<file path="config.mk">
export PLATFORM = sky130hd
export DESIGN_NAME = lsd_top
export DESIGN_NICKNAME = d
export VERILOG_FILES = /design/src/rtl/lsd_pkg.sv /design/src/rtl/lsd_shift.sv /design/src/rtl/lsd_top.sv
export VERILOG_INCLUDE_DIRS = /design/src /design/src/rtl
export SDC_FILE = /design/constraint.sdc
export NUM_CORES = 1
export LEC_CHECK = 0
export BUFFER_PORTS_ARGS = -buffer_cell sky130_fd_sc_hd__buf_2
export CAP_MARGIN = 0
export CORE_UTILIZATION = 60
export DETAILED_ROUTE_END_ITERATION = 16
export PLACE_DENSITY = 0.86
export SLEW_MARGIN = 15
export SYNTH_ARGS = -nofsm -noshare
export SYNTH_HDL_FRONTEND = slang
export SYNTH_SLANG_ARGS = --single-unit
export TNS_END_PERCENT = 100
</file>
<file path="constraint.sdc">
create_clock -name ref_clk_i -period 2.9 [get_ports ref_clk_i]
set_input_delay 0.58 -clock ref_clk_i [delete_from_list [all_inputs] [get_ports ref_clk_i]]
set_output_delay 0.58 -clock ref_clk_i [all_outputs]
set_load 0.05 [all_outputs]
</file>
<file path="src/rtl/lsd_regs.svh">
// constants of the led sink driver serial control
// assumes inclusion by bare name from the rtl folder
`ifndef LSD_REGS_SVH
`define LSD_REGS_SVH
// reset values
`define LSD_LATCH_RST 1'b0
`define LSD_CNT_RST 2'h0
// blank pin idles high; history starts there so reset fakes no low level
`define LSD_BLANK_IDLE 1'b1
// sync chain depth is fixed at two stages
`define LSD_SYNC_STAGES 2
// serial clock edges the switching phase lasts
`define LSD_SWITCH_EDGES 2
`endif

</file>
<file path="src/rtl/lsd_pkg.sv">
// types of the led sink driver serial control
// assumes nothing of its surroundings
package lsd_pkg;
  typedef enum logic [1:0] {
    LSD_NORMAL,
    LSD_SWITCHING,
    LSD_SPECIAL
  } lsd_mode_t;
endpackage : lsd_pkg

</file>
<file path="src/rtl/lsd_shift.sv">
// serial shift register with parallel load
// assumes shift_en and load_en are one-cycle pulses on clk_i
`timescale 1ns/1ps
module lsd_shift #(
  parameter int WIDTH = 16
) (
  input wire logic clk_i,
  input wire logic resetn_i,
  input wire logic shift_en_i,
  input wire logic load_en_i,
  input wire logic serial_in_i,
  input wire logic [WIDTH-1:0] load_data_i,
  output logic [WIDTH-1:0] q_o,
  output logic serial_out_o
);
  initial begin
    if (WIDTH < 2) begin
      $error("lsd_shift: WIDTH must be at least 2");
    end
  end

  wire logic [WIDTH-1:0] shifted = {q_o[WIDTH-2:0], serial_in_i};

  // load wins over shift: detection replaces the contents
  always_ff @(posedge clk_i or negedge resetn_i) begin
    if (!resetn_i) begin
      q_o <= '0;
    end else if (load_en_i) begin
      q_o <= load_data_i;
    end else if (shift_en_i) begin
      q_o <= shifted;
    end
  end

  assign serial_out_o = q_o[WIDTH-1];
endmodule : lsd_shift

</file>
<file path="src/rtl/lsd_top.sv">
// serial control of a sixteen channel led sink driver
// assumes all pins are asynchronous to ref_clk_i and the serial clock is far slower
`timescale 1ns/1ps
`include "lsd_regs.svh"
module lsd_top #(
  parameter int CHANNELS = 16,
  parameter int SWITCH_EDGES = `LSD_SWITCH_EDGES
) (
  input wire logic ref_clk_i,
  input wire logic resetn_i,
  input wire logic serial_clk_i,
  input wire logic serial_in_i,
  input wire logic strobe_mode_config_pin_i,
  input wire logic blank_switch_detect_pin_n_i,
  input wire logic [CHANNELS-1:0] led_fault_i,
  output logic [CHANNELS-1:0] sink_channels_o,
  output logic [CHANNELS-1:0] channel_gain_o,
  output logic error_detect_active_o,
  output logic serial_out_o
);
  localparam int PW = CHANNELS + 4;
  localparam logic [PW-1:0] PIN_IDLE = {{(PW-1){1'b0}}, `LSD_BLANK_IDLE};

  initial begin
    if (CHANNELS != 16) begin
      $error("lsd_top: CHANNELS must be 16");
    end
    if (SWITCH_EDGES < 1 || SWITCH_EDGES > 3) begin
      $error("lsd_top: SWITCH_EDGES must be 1 to 3");
    end
  end

  // ==========================================================
  // pin synchronisers
  // ==========================================================
  logic [PW-1:0] pin_meta;
  logic [PW-1:0] pin_sync;
  wire logic [PW-1:0] pin_raw = {led_fault_i, serial_clk_i, serial_in_i,
                                 strobe_mode_config_pin_i, blank_switch_detect_pin_n_i};

  // all pins share one chain so data stays aligned with the serial clock
  always_ff @(posedge ref_clk_i or negedge resetn_i) begin
    if (!resetn_i) begin
      pin_meta <= PIN_IDLE;
      pin_sync <= PIN_IDLE;
    end else begin
      pin_meta <= pin_raw;
      pin_sync <= pin_meta;
    end
  end

  wire logic [CHANNELS-1:0] fault_s = pin_sync[PW-1:4];
  wire logic sclk_s = pin_sync[3];
  wire logic sdi_s = pin_sync[2];
  wire logic strobe_s = pin_sync[1];
  wire logic blank_n_s = pin_sync[0];

  logic sclk_d;
  logic strobe_d;
  logic edge_blank1;
  logic edge_blank2;

  wire logic sclk_rise = sclk_s & ~sclk_d;
  wire logic strobe_rise = strobe_s & ~strobe_d;

  // blank level history sampled at serial clock edges
  always_ff @(posedge ref_clk_i or negedge resetn_i) begin
    if (!resetn_i) begin
      sclk_d <= `LSD_LATCH_RST;
      strobe_d <= `LSD_LATCH_RST;
      edge_blank1 <= `LSD_BLANK_IDLE;
      edge_blank2 <= `LSD_BLANK_IDLE;
    end else begin
      sclk_d <= sclk_s;
      strobe_d <= strobe_s;
      if (sclk_rise) begin
        edge_blank1 <= blank_n_s;
        edge_blank2 <= edge_blank1;
      end
    end
  end

  // ==========================================================
  // mode sequencing
  // ==========================================================
  lsd_pkg::lsd_mode_t mode;
  lsd_pkg::lsd_mode_t next_mode;
  logic [1:0] sw_cnt;
  logic [1:0] next_sw_cnt;
  logic sw_sel;
  logic next_sw_sel;

  // low, high, low at three successive edges is a one-period pulse
  wire logic trigger = sclk_rise & ~blank_n_s & edge_blank1 & ~edge_blank2;
  wire logic sw_last = (sw_cnt == 2'(SWITCH_EDGES - 1));
  wire logic sel_now = sw_sel | strobe_s;
  wire logic in_normal = (mode == lsd_pkg::LSD_NORMAL);
  wire logic in_special = (mode == lsd_pkg::LSD_SPECIAL);
  wire logic in_switch = (mode == lsd_pkg::LSD_SWITCHING);

  always_comb begin
    next_mode = mode;
    next_sw_cnt = sw_cnt;
    next_sw_sel = sw_sel;
    unique case (mode)
      lsd_pkg::LSD_NORMAL,
      lsd_pkg::LSD_SPECIAL: begin
        next_sw_cnt = `LSD_CNT_RST;
        next_sw_sel = `LSD_LATCH_RST;
      end
      lsd_pkg::LSD_SWITCHING: begin
        // a strobe pulse anywhere in the phase counts as a high level
        next_sw_sel = sel_now;
        if (sclk_rise && sw_last) begin
          next_mode = sel_now ? lsd_pkg::LSD_SPECIAL : lsd_pkg::LSD_NORMAL;
        end else if (sclk_rise) begin
          next_sw_cnt = sw_cnt + 2'h1;
        end
      end
    endcase
    if (trigger) begin
      next_mode = lsd_pkg::LSD_SWITCHING;
      next_sw_cnt = `LSD_CNT_RST;
      next_sw_sel = `LSD_LATCH_RST;
    end
  end

  always_ff @(posedge ref_clk_i or negedge resetn_i) begin
    if (!resetn_i) begin
      mode <= lsd_pkg::LSD_NORMAL;
      sw_cnt <= `LSD_CNT_RST;
      sw_sel <= `LSD_LATCH_RST;
    end else begin
      mode <= next_mode;
      sw_cnt <= next_sw_cnt;
      sw_sel <= next_sw_sel;
    end
  end

  // ==========================================================
  // shift register and detection
  // ==========================================================
  logic [CHANNELS-1:0] sr_q;

  // first low edge of a special mode blank period captures the faults
  wire logic detect_load = sclk_rise & in_special & ~blank_n_s & edge_blank1;
  wire logic shift_en = sclk_rise & ~detect_load;

  lsd_shift #(
    .WIDTH(CHANNELS)
  ) u_shift (
    .clk_i(ref_clk_i),
    .resetn_i(resetn_i),
    .shift_en_i(shift_en),
    .load_en_i(detect_load),
    .serial_in_i(sdi_s),
    .load_data_i(fault_s),
    .q_o(sr_q),
    .serial_out_o(serial_out_o)
  );

  // ==========================================================
  // latches and outputs
  // ==========================================================
  logic [CHANNELS-1:0] out_latch;
  logic [CHANNELS-1:0] config_latch;

  always_ff @(posedge ref_clk_i or negedge resetn_i) begin
    if (!resetn_i) begin
      out_latch <= '0;
      config_latch <= '0;
      sink_channels_o <= '0;
      error_detect_active_o <= `LSD_LATCH_RST;
    end else begin
      if (in_normal && strobe_s) begin
        out_latch <= sr_q;
      end
      if (in_special && strobe_rise) begin
        config_latch <= sr_q;
      end
      sink_channels_o <= out_latch & {CHANNELS{~blank_n_s}};
      error_detect_active_o <= in_special & ~blank_n_s;
    end
  end

  // one shared code, the analog side scales every channel alike
  assign channel_gain_o = config_latch;

  // ==========================================================
  // checks
  // ==========================================================
  property p_shift;
    @(posedge ref_clk_i) disable iff (!resetn_i)
    shift_en |=> sr_q == {$past(sr_q[CHANNELS-2:0]), $past(sdi_s)};
  endproperty
  a_shift: assert property (p_shift) else $error("shift register did not take serial input");

  property p_follow;
    @(posedge ref_clk_i) disable iff (!resetn_i)
    in_normal && strobe_s |=> out_latch == $past(sr_q);
  endproperty
  a_follow: assert property (p_follow) else $error("output latch not transparent");

  property p_hold;
    @(posedge ref_clk_i) disable iff (!resetn_i)
    !(in_normal && strobe_s) |=> $stable(out_latch);
  endproperty
  a_hold: assert property (p_hold) else $error("output latch changed without strobe");

  property p_sink;
    @(posedge ref_clk_i) disable iff (!resetn_i)
    1'b1 |=> sink_channels_o == ($past(out_latch) & {CHANNELS{~$past(blank_n_s)}});
  endproperty
  a_sink: assert property (p_sink) else $error("sink outputs disagree with latch and blank");

  property p_cfg_load;
    @(posedge ref_clk_i) disable iff (!resetn_i)
    in_special && strobe_rise |=> channel_gain_o == $past(sr_q);
  endproperty
  a_cfg_load: assert property (p_cfg_load) else $error("configuration latch not loaded");

  property p_cfg_switch;
    @(posedge ref_clk_i) disable iff (!resetn_i)
    in_switch |=> $stable(config_latch);
  endproperty
  a_cfg_switch: assert property (p_cfg_switch) else $error("strobe latched data while switching");

  property p_trigger;
    @(posedge ref_clk_i) disable iff (!resetn_i)
    trigger |=> in_switch && sw_cnt == `LSD_CNT_RST;
  endproperty
  a_trigger: assert property (p_trigger) else $error("switch pulse not recognised");

  property p_adopt;
    @(posedge ref_clk_i) disable iff (!resetn_i)
    in_switch && sclk_rise && sw_last && !trigger |=>
      mode == ($past(sel_now) ? lsd_pkg::LSD_SPECIAL : lsd_pkg::LSD_NORMAL);
  endproperty
  a_adopt: assert property (p_adopt) else $error("wrong mode adopted");

  property p_persist;
    @(posedge ref_clk_i) disable iff (!resetn_i)
    !in_switch && !trigger |=> $stable(mode);
  endproperty
  a_persist: assert property (p_persist) else $error("mode changed without switch");

  property p_detect;
    @(posedge ref_clk_i) disable iff (!resetn_i)
    detect_load |=> sr_q == $past(fault_s) && error_detect_active_o;
  endproperty
  a_detect: assert property (p_detect) else $error("fault status not loaded");

  property p_sdo;
    @(posedge ref_clk_i) disable iff (!resetn_i)
    shift_en |=> serial_out_o == $past(sr_q[CHANNELS-2]);
  endproperty
  a_sdo: assert property (p_sdo) else $error("serial output not last stage");
endmodule : lsd_top
</file>
* Word-level counts from Yosys, hierarchy flattened
Index checks and enable logic that the tools add are counted.
** Storage, ports and cells
- Bits in registers :: 114
- Bits of input ports :: 22
- Output and inout port bits :: 34
- Word-level logic and storage cells :: 59
** Cells by class
- Add/subtract/negate cells :: 1
- Eq/ne operators :: 5
- Muxes and demuxes :: 12
- Bitwise logic cells :: 17
- Reduce and logical (&&, ||, !) cells :: 10
** Operators with widths (count)
- 16-bit two-way mux :: 2
- 16-bit bitwise AND :: 1
- 2-bit two-way mux :: 7
- 1-bit bitwise AND :: 10
- 3-bit != test, second input constant :: 2
- 2-bit nonzero test :: 3
- 1-bit inverter :: 5
- 2-bit by 1-bit == test with 1-bit output, second input constant :: 2
- 2-bit case mux with 2 select lines :: 1
- 2-bit AND reduction :: 2
- 1-bit logical AND :: 3
- 2-bit by 1-bit adder with 2-bit output, second input constant :: 1
- 2-bit == test, second input constant :: 1
- 2-bit logical NOT :: 1
- 1-bit case mux with 2 select lines :: 1
- 2-bit OR reduction :: 1
- 1-bit two-way mux :: 1
- 1-bit OR :: 1

* Logic depth before layout (Yosys ltp)
- Word-level depth :: 9
- Depth in mapped cells :: 6
- Mapped depth without buffers :: 5

* Hierarchy
A second synthesis with hierarchy kept.
** Second synthesis, totals
- Cell total of the unflattened synthesis :: 248
- Area total of the unflattened synthesis :: 3892.5 um^2
** By module, submodules not included
- lsd_top :: times used 1, cells each 178, area an instance 3140.5 um^2, seq. area each 2457.4 um^2
- lsd_shift :: times used 1, cells each 70, area an instance 752.0 um^2, seq. area each 400.4 um^2

* Least setup slack after synthesis
OpenSTA, ideal clock, no wires.
- Path type :: register to register
- From :: register mode[0]
- To :: register config_latch[10], in the netlist channel_gain_o[10]
- Setup time :: 0.125 ns
- Data arrival time :: 1.447 ns
- Required time :: 2.775 ns
- Setup slack :: 1.328 ns
- Cell stages (with the launch flop) :: 5
- Buffers on the path :: 2
- Period minus slack after synthesis :: 1.572 ns
- Cell sequence :: dfrtp_1 -> buf_2 -> nor4b_4 -> buf_6 -> mux2_2
** On the way
- Cells in the longest elaborated chain, start to end :: 2
** RTL lines
- start: declaration :: RTL line lsd_top.sv:86 : lsd_pkg::lsd_mode_t mode;
- start signal: assignment :: RTL line lsd_top.sv:130 : mode <= lsd_pkg::LSD_NORMAL;
- start signal: assignment :: RTL line lsd_top.sv:134 : mode <= next_mode;
- 2-bit == test :: RTL line lsd_top.sv:98 : wire logic in_special = (mode == lsd_pkg::LSD_SPECIAL);
- 1-bit logical AND :: RTL line lsd_top.sv:178 : if (in_special && strobe_rise) begin
- end signal: assignment :: RTL line lsd_top.sv:179 : config_latch <= sr_q;
- end: declaration :: RTL line lsd_top.sv:166 : logic [CHANNELS-1:0] config_latch;
No other way between the ends.
A chain may end at the register's enable or synchronous reset.

* Final worst setup path
- From :: register mode[0]
- To :: register out_latch[11]
** On the way
- Cells in the longest elaborated chain, start to end :: 2
** RTL lines
- 2-bit logical NOT :: RTL line lsd_top.sv:97 : wire logic in_normal = (mode == lsd_pkg::LSD_NORMAL);
- 1-bit logical AND :: RTL line lsd_top.sv:175 : if (in_normal && strobe_s) begin
- end signal: assignment :: RTL line lsd_top.sv:176 : out_latch <= sr_q;
- end: declaration :: RTL line lsd_top.sv:165 : logic [CHANNELS-1:0] out_latch;
No other way between the ends.

==> results.md <==
- Power Dens Cells: 1090 nW/um^2
- Critical Path RT: 3.29 ns
- Final wirelength: 7660 um
- Clk pin slew, worst setup/hold paths: 0.05 ns
- Routed Antenna Nets: 0
- Largest net degree at the start of global routing: 63
- CTS buffer count: 17
- Final setup viols: 0
- Crit-path max cell delay: 0.65 ns
- Synth warn: 0
- Worst-margin pin slew: 0.754 ns
- Setup repair after global routing missed its margin: no
- N_diodes: 0
- Reg power frac: 0.406
- H-tree depth reported by CTS: 4
- CP Launch Type: register
- GRT Total Usage: 0.266
- Most common cell after layout, fill and taps aside: dfrtp_1
- Mapped Cells: 245
- Synth Cell Area: 3870 sq um
- Syn nets: 268
- Worst path buffer plus inverter count: 1
- WS Path Type: register to register
- Initial antenna violation count: 0
- Synth Flop Type: dfrtp_1
- Worst path slowest cell: nor3b_2
- Sequential share of the synthesized area: 0.738
- Syn-to-layout area delta: 25.9%
- Status: complete, no violations
- Vias in the first global route: 2,319
- Internal power: 3.72 mW
- CTS resizes: 0
- Rows: 28
- Part of the cycle the worst path needs: 0.673
- Fin crit period: 1.95 ns
- Max clock buf depth: 2
- Vias: 2,200
- WHS: 0.133 ns
- Vias per cell: 5.46
- Distinct cells, synth: 30
- Clock Tree Root: clkbuf_8
- Number of max-cap violations: 0
- Slew Viols, Final: 0
- Maximum vdd drop: 0.720 mV
- First-iteration detailed-routing DRC count: 167
- Die X: 82.4 um
- First-pass GRT wire length: 12,200 um
- Clk_lat worst skew: 0.51 ns
- # IOs: 56
- Post-synth EDFFs: 0
- CTS tree: built
- Switch Pwr: 1.59 mW
- Crit-path max FO: 9
- Die ar.: 6780 sq um
- Nature of the critical path endpoint: register
- Worst hold path type: input port to asynchronous set/reset pin
- Reg2reg start: mode[0]
- Worst Path Arrival: 2.34 ns
- Post-Syn Area per Cell: 15.8 sq um
- Share of cells above drive strength 1: 0.405
- Post-DP HPWL: 4310 um
- Slew HR: 0.497
- Sw frac: 0.299
- DIE HEIGHT: 82.4 um
- Port-buffer cells: 55
- Synth Register Bits: 114
- Max Fclk: 0.512 GHz
- R2R setup slack: 0.95 ns
- Wire length per cell: 19.0 um
- Power share of the clock group: 0.401
- CP top delay family: simple AND/OR/NAND/NOR gates
- Fill cell count: 303
- Most frequent cells in the layout: dfrtp_1, buf_2, mux2_2
- P_leak: 2.39 nW
- CTS sink count: 114
- Comb pwr share: 0.193
- R2R depth: 3
- Clock Skew: 0.00590 ns
- Initial core utilization: 0.639
- Core box area: 6060 sq um
- GPL Wtd Cong: 0.790
- FFs w/ async S/R, synth: 1.00
- # nets final: 338
- Sum Neg Setup Slack: 0 ns
- Final Hold Viols: 0
- CP cell instances: nor3b_2 -> buf_4 -> mux2_2
- Post-CTS setup repair buffer count: 0
- Worst r2r dst: out_latch[11]
- CTS Hold Bufs: 0
- Congestion Overflow GR: 0
- DRC: 0
- 1st-pass router iterations: 4
flip-flops by register name, summed over array words and instances, names as in the netlist:
| signal | flops |
|---|---|
| pin_meta | 20 |
| pin_sync | 20 |
| channel_gain_o | 16 |
| out_latch | 16 |
| sink_channels_o | 16 |
| u_shift.q_o | 16 |
| mode | 2 |
| sw_cnt | 2 |
| edge_blank1 | 1 |
| edge_blank2 | 1 |
| error_detect_active_o | 1 |
| sclk_d | 1 |
| strobe_d | 1 |
| sw_sel | 1 |
logic make-up after synthesis:
kind of cell	after synthesis	synth area share
xor gates and xnor gates	1	0.00226
muxes	50	0.140
and+or+nand+nor	46	0.0698
AOI/OAI and AO/OA	20	0.0281
adders and majority gates	1	0.00323
DFF	114	0.738
buffers and inverters	13	0.0187
routing by layer:
layer	global-route usage	vias to the layer above	share of wire
li1	-	978	-
met5	0	-	0
met2	0.417	74	0.51
met1	0.337	1127	0.42
met3	0.0923	21	0.043
met4	0.116	0	0.028
cells in the mapped netlist, drive strengths merged (2+ instances only):
master	instances	share of area
buf	5	0.011
clkbuf	6	0.0058
dfrtp	110	0.71
dfstp	4	0.027
inv	2	0.0019
mux2	34	0.099
mux2i	16	0.041
nand2	16	0.016
nand2b	2	0.0032
nor2	4	0.0039
nor2b	16	0.026
nor3	2	0.0026
nor3b	2	0.0052
o21ai	16	0.021
how the worst max path moves through the flow:
stage               cells after the start                 end  slack, ns  startpoint
global route                            3       out_latch[11]       0.90     mode[0]
floorplan                               4  channel_gain_o[10]       1.33     mode[0]
finish                                  3       out_latch[11]       0.95     mode[0]
CTS                                     3       out_latch[11]       0.92     mode[0]
global placement                        3   channel_gain_o[0]       1.09     mode[0]
detailed placement                      3       out_latch[12]       1.02     mode[0]
worst register-to-register path: stages, from the launching register on:
cell and delay, ns:
dfrtp_1 0.50, nor3b_2 0.65, buf_4 0.32, mux2_2 0.36
layout make-up:
cell class	count	area (sq um)	area share
Tap cell	75	93.8	0.0192
Timing Repair Buffer	62	343	0.0703
Inverter	2	7.51	0.00154
Clock inverter	10	155	0.0318
Sequential cell	114	2860	0.586
Clock buffer	22	463	0.0949
Multi-Input combinational cell	118	958	0.196
per-stage QoR:
step	util	instance area (sq um)	power, mW	setup slack, ns	cells
final	0.805	4880	5.31	0.948	403
after global routing	0.805	4880	5.50	0.902	403
after CTS	0.805	4880	5.34	0.917	403
after detailed placement	0.703	4260	3.15	1.02	371
after global placement	0.703	4260	3.09	1.09	371
after floorplan	-	3870	2.84	1.33	245
power groups by stage:
stage | combinational, mW | sequential, mW | clock, mW
floorplan | 0.405 | 2.44 | 0
global placement | 0.954 | 2.13 | 0
detailed placement | 0.994 | 2.16 | 0
CTS | 1.04 | 2.16 | 2.15
global route | 1.09 | 2.19 | 2.22
finish | 1.03 | 2.16 | 2.13
Note: power is estimated with default switching activity, not from simulation.
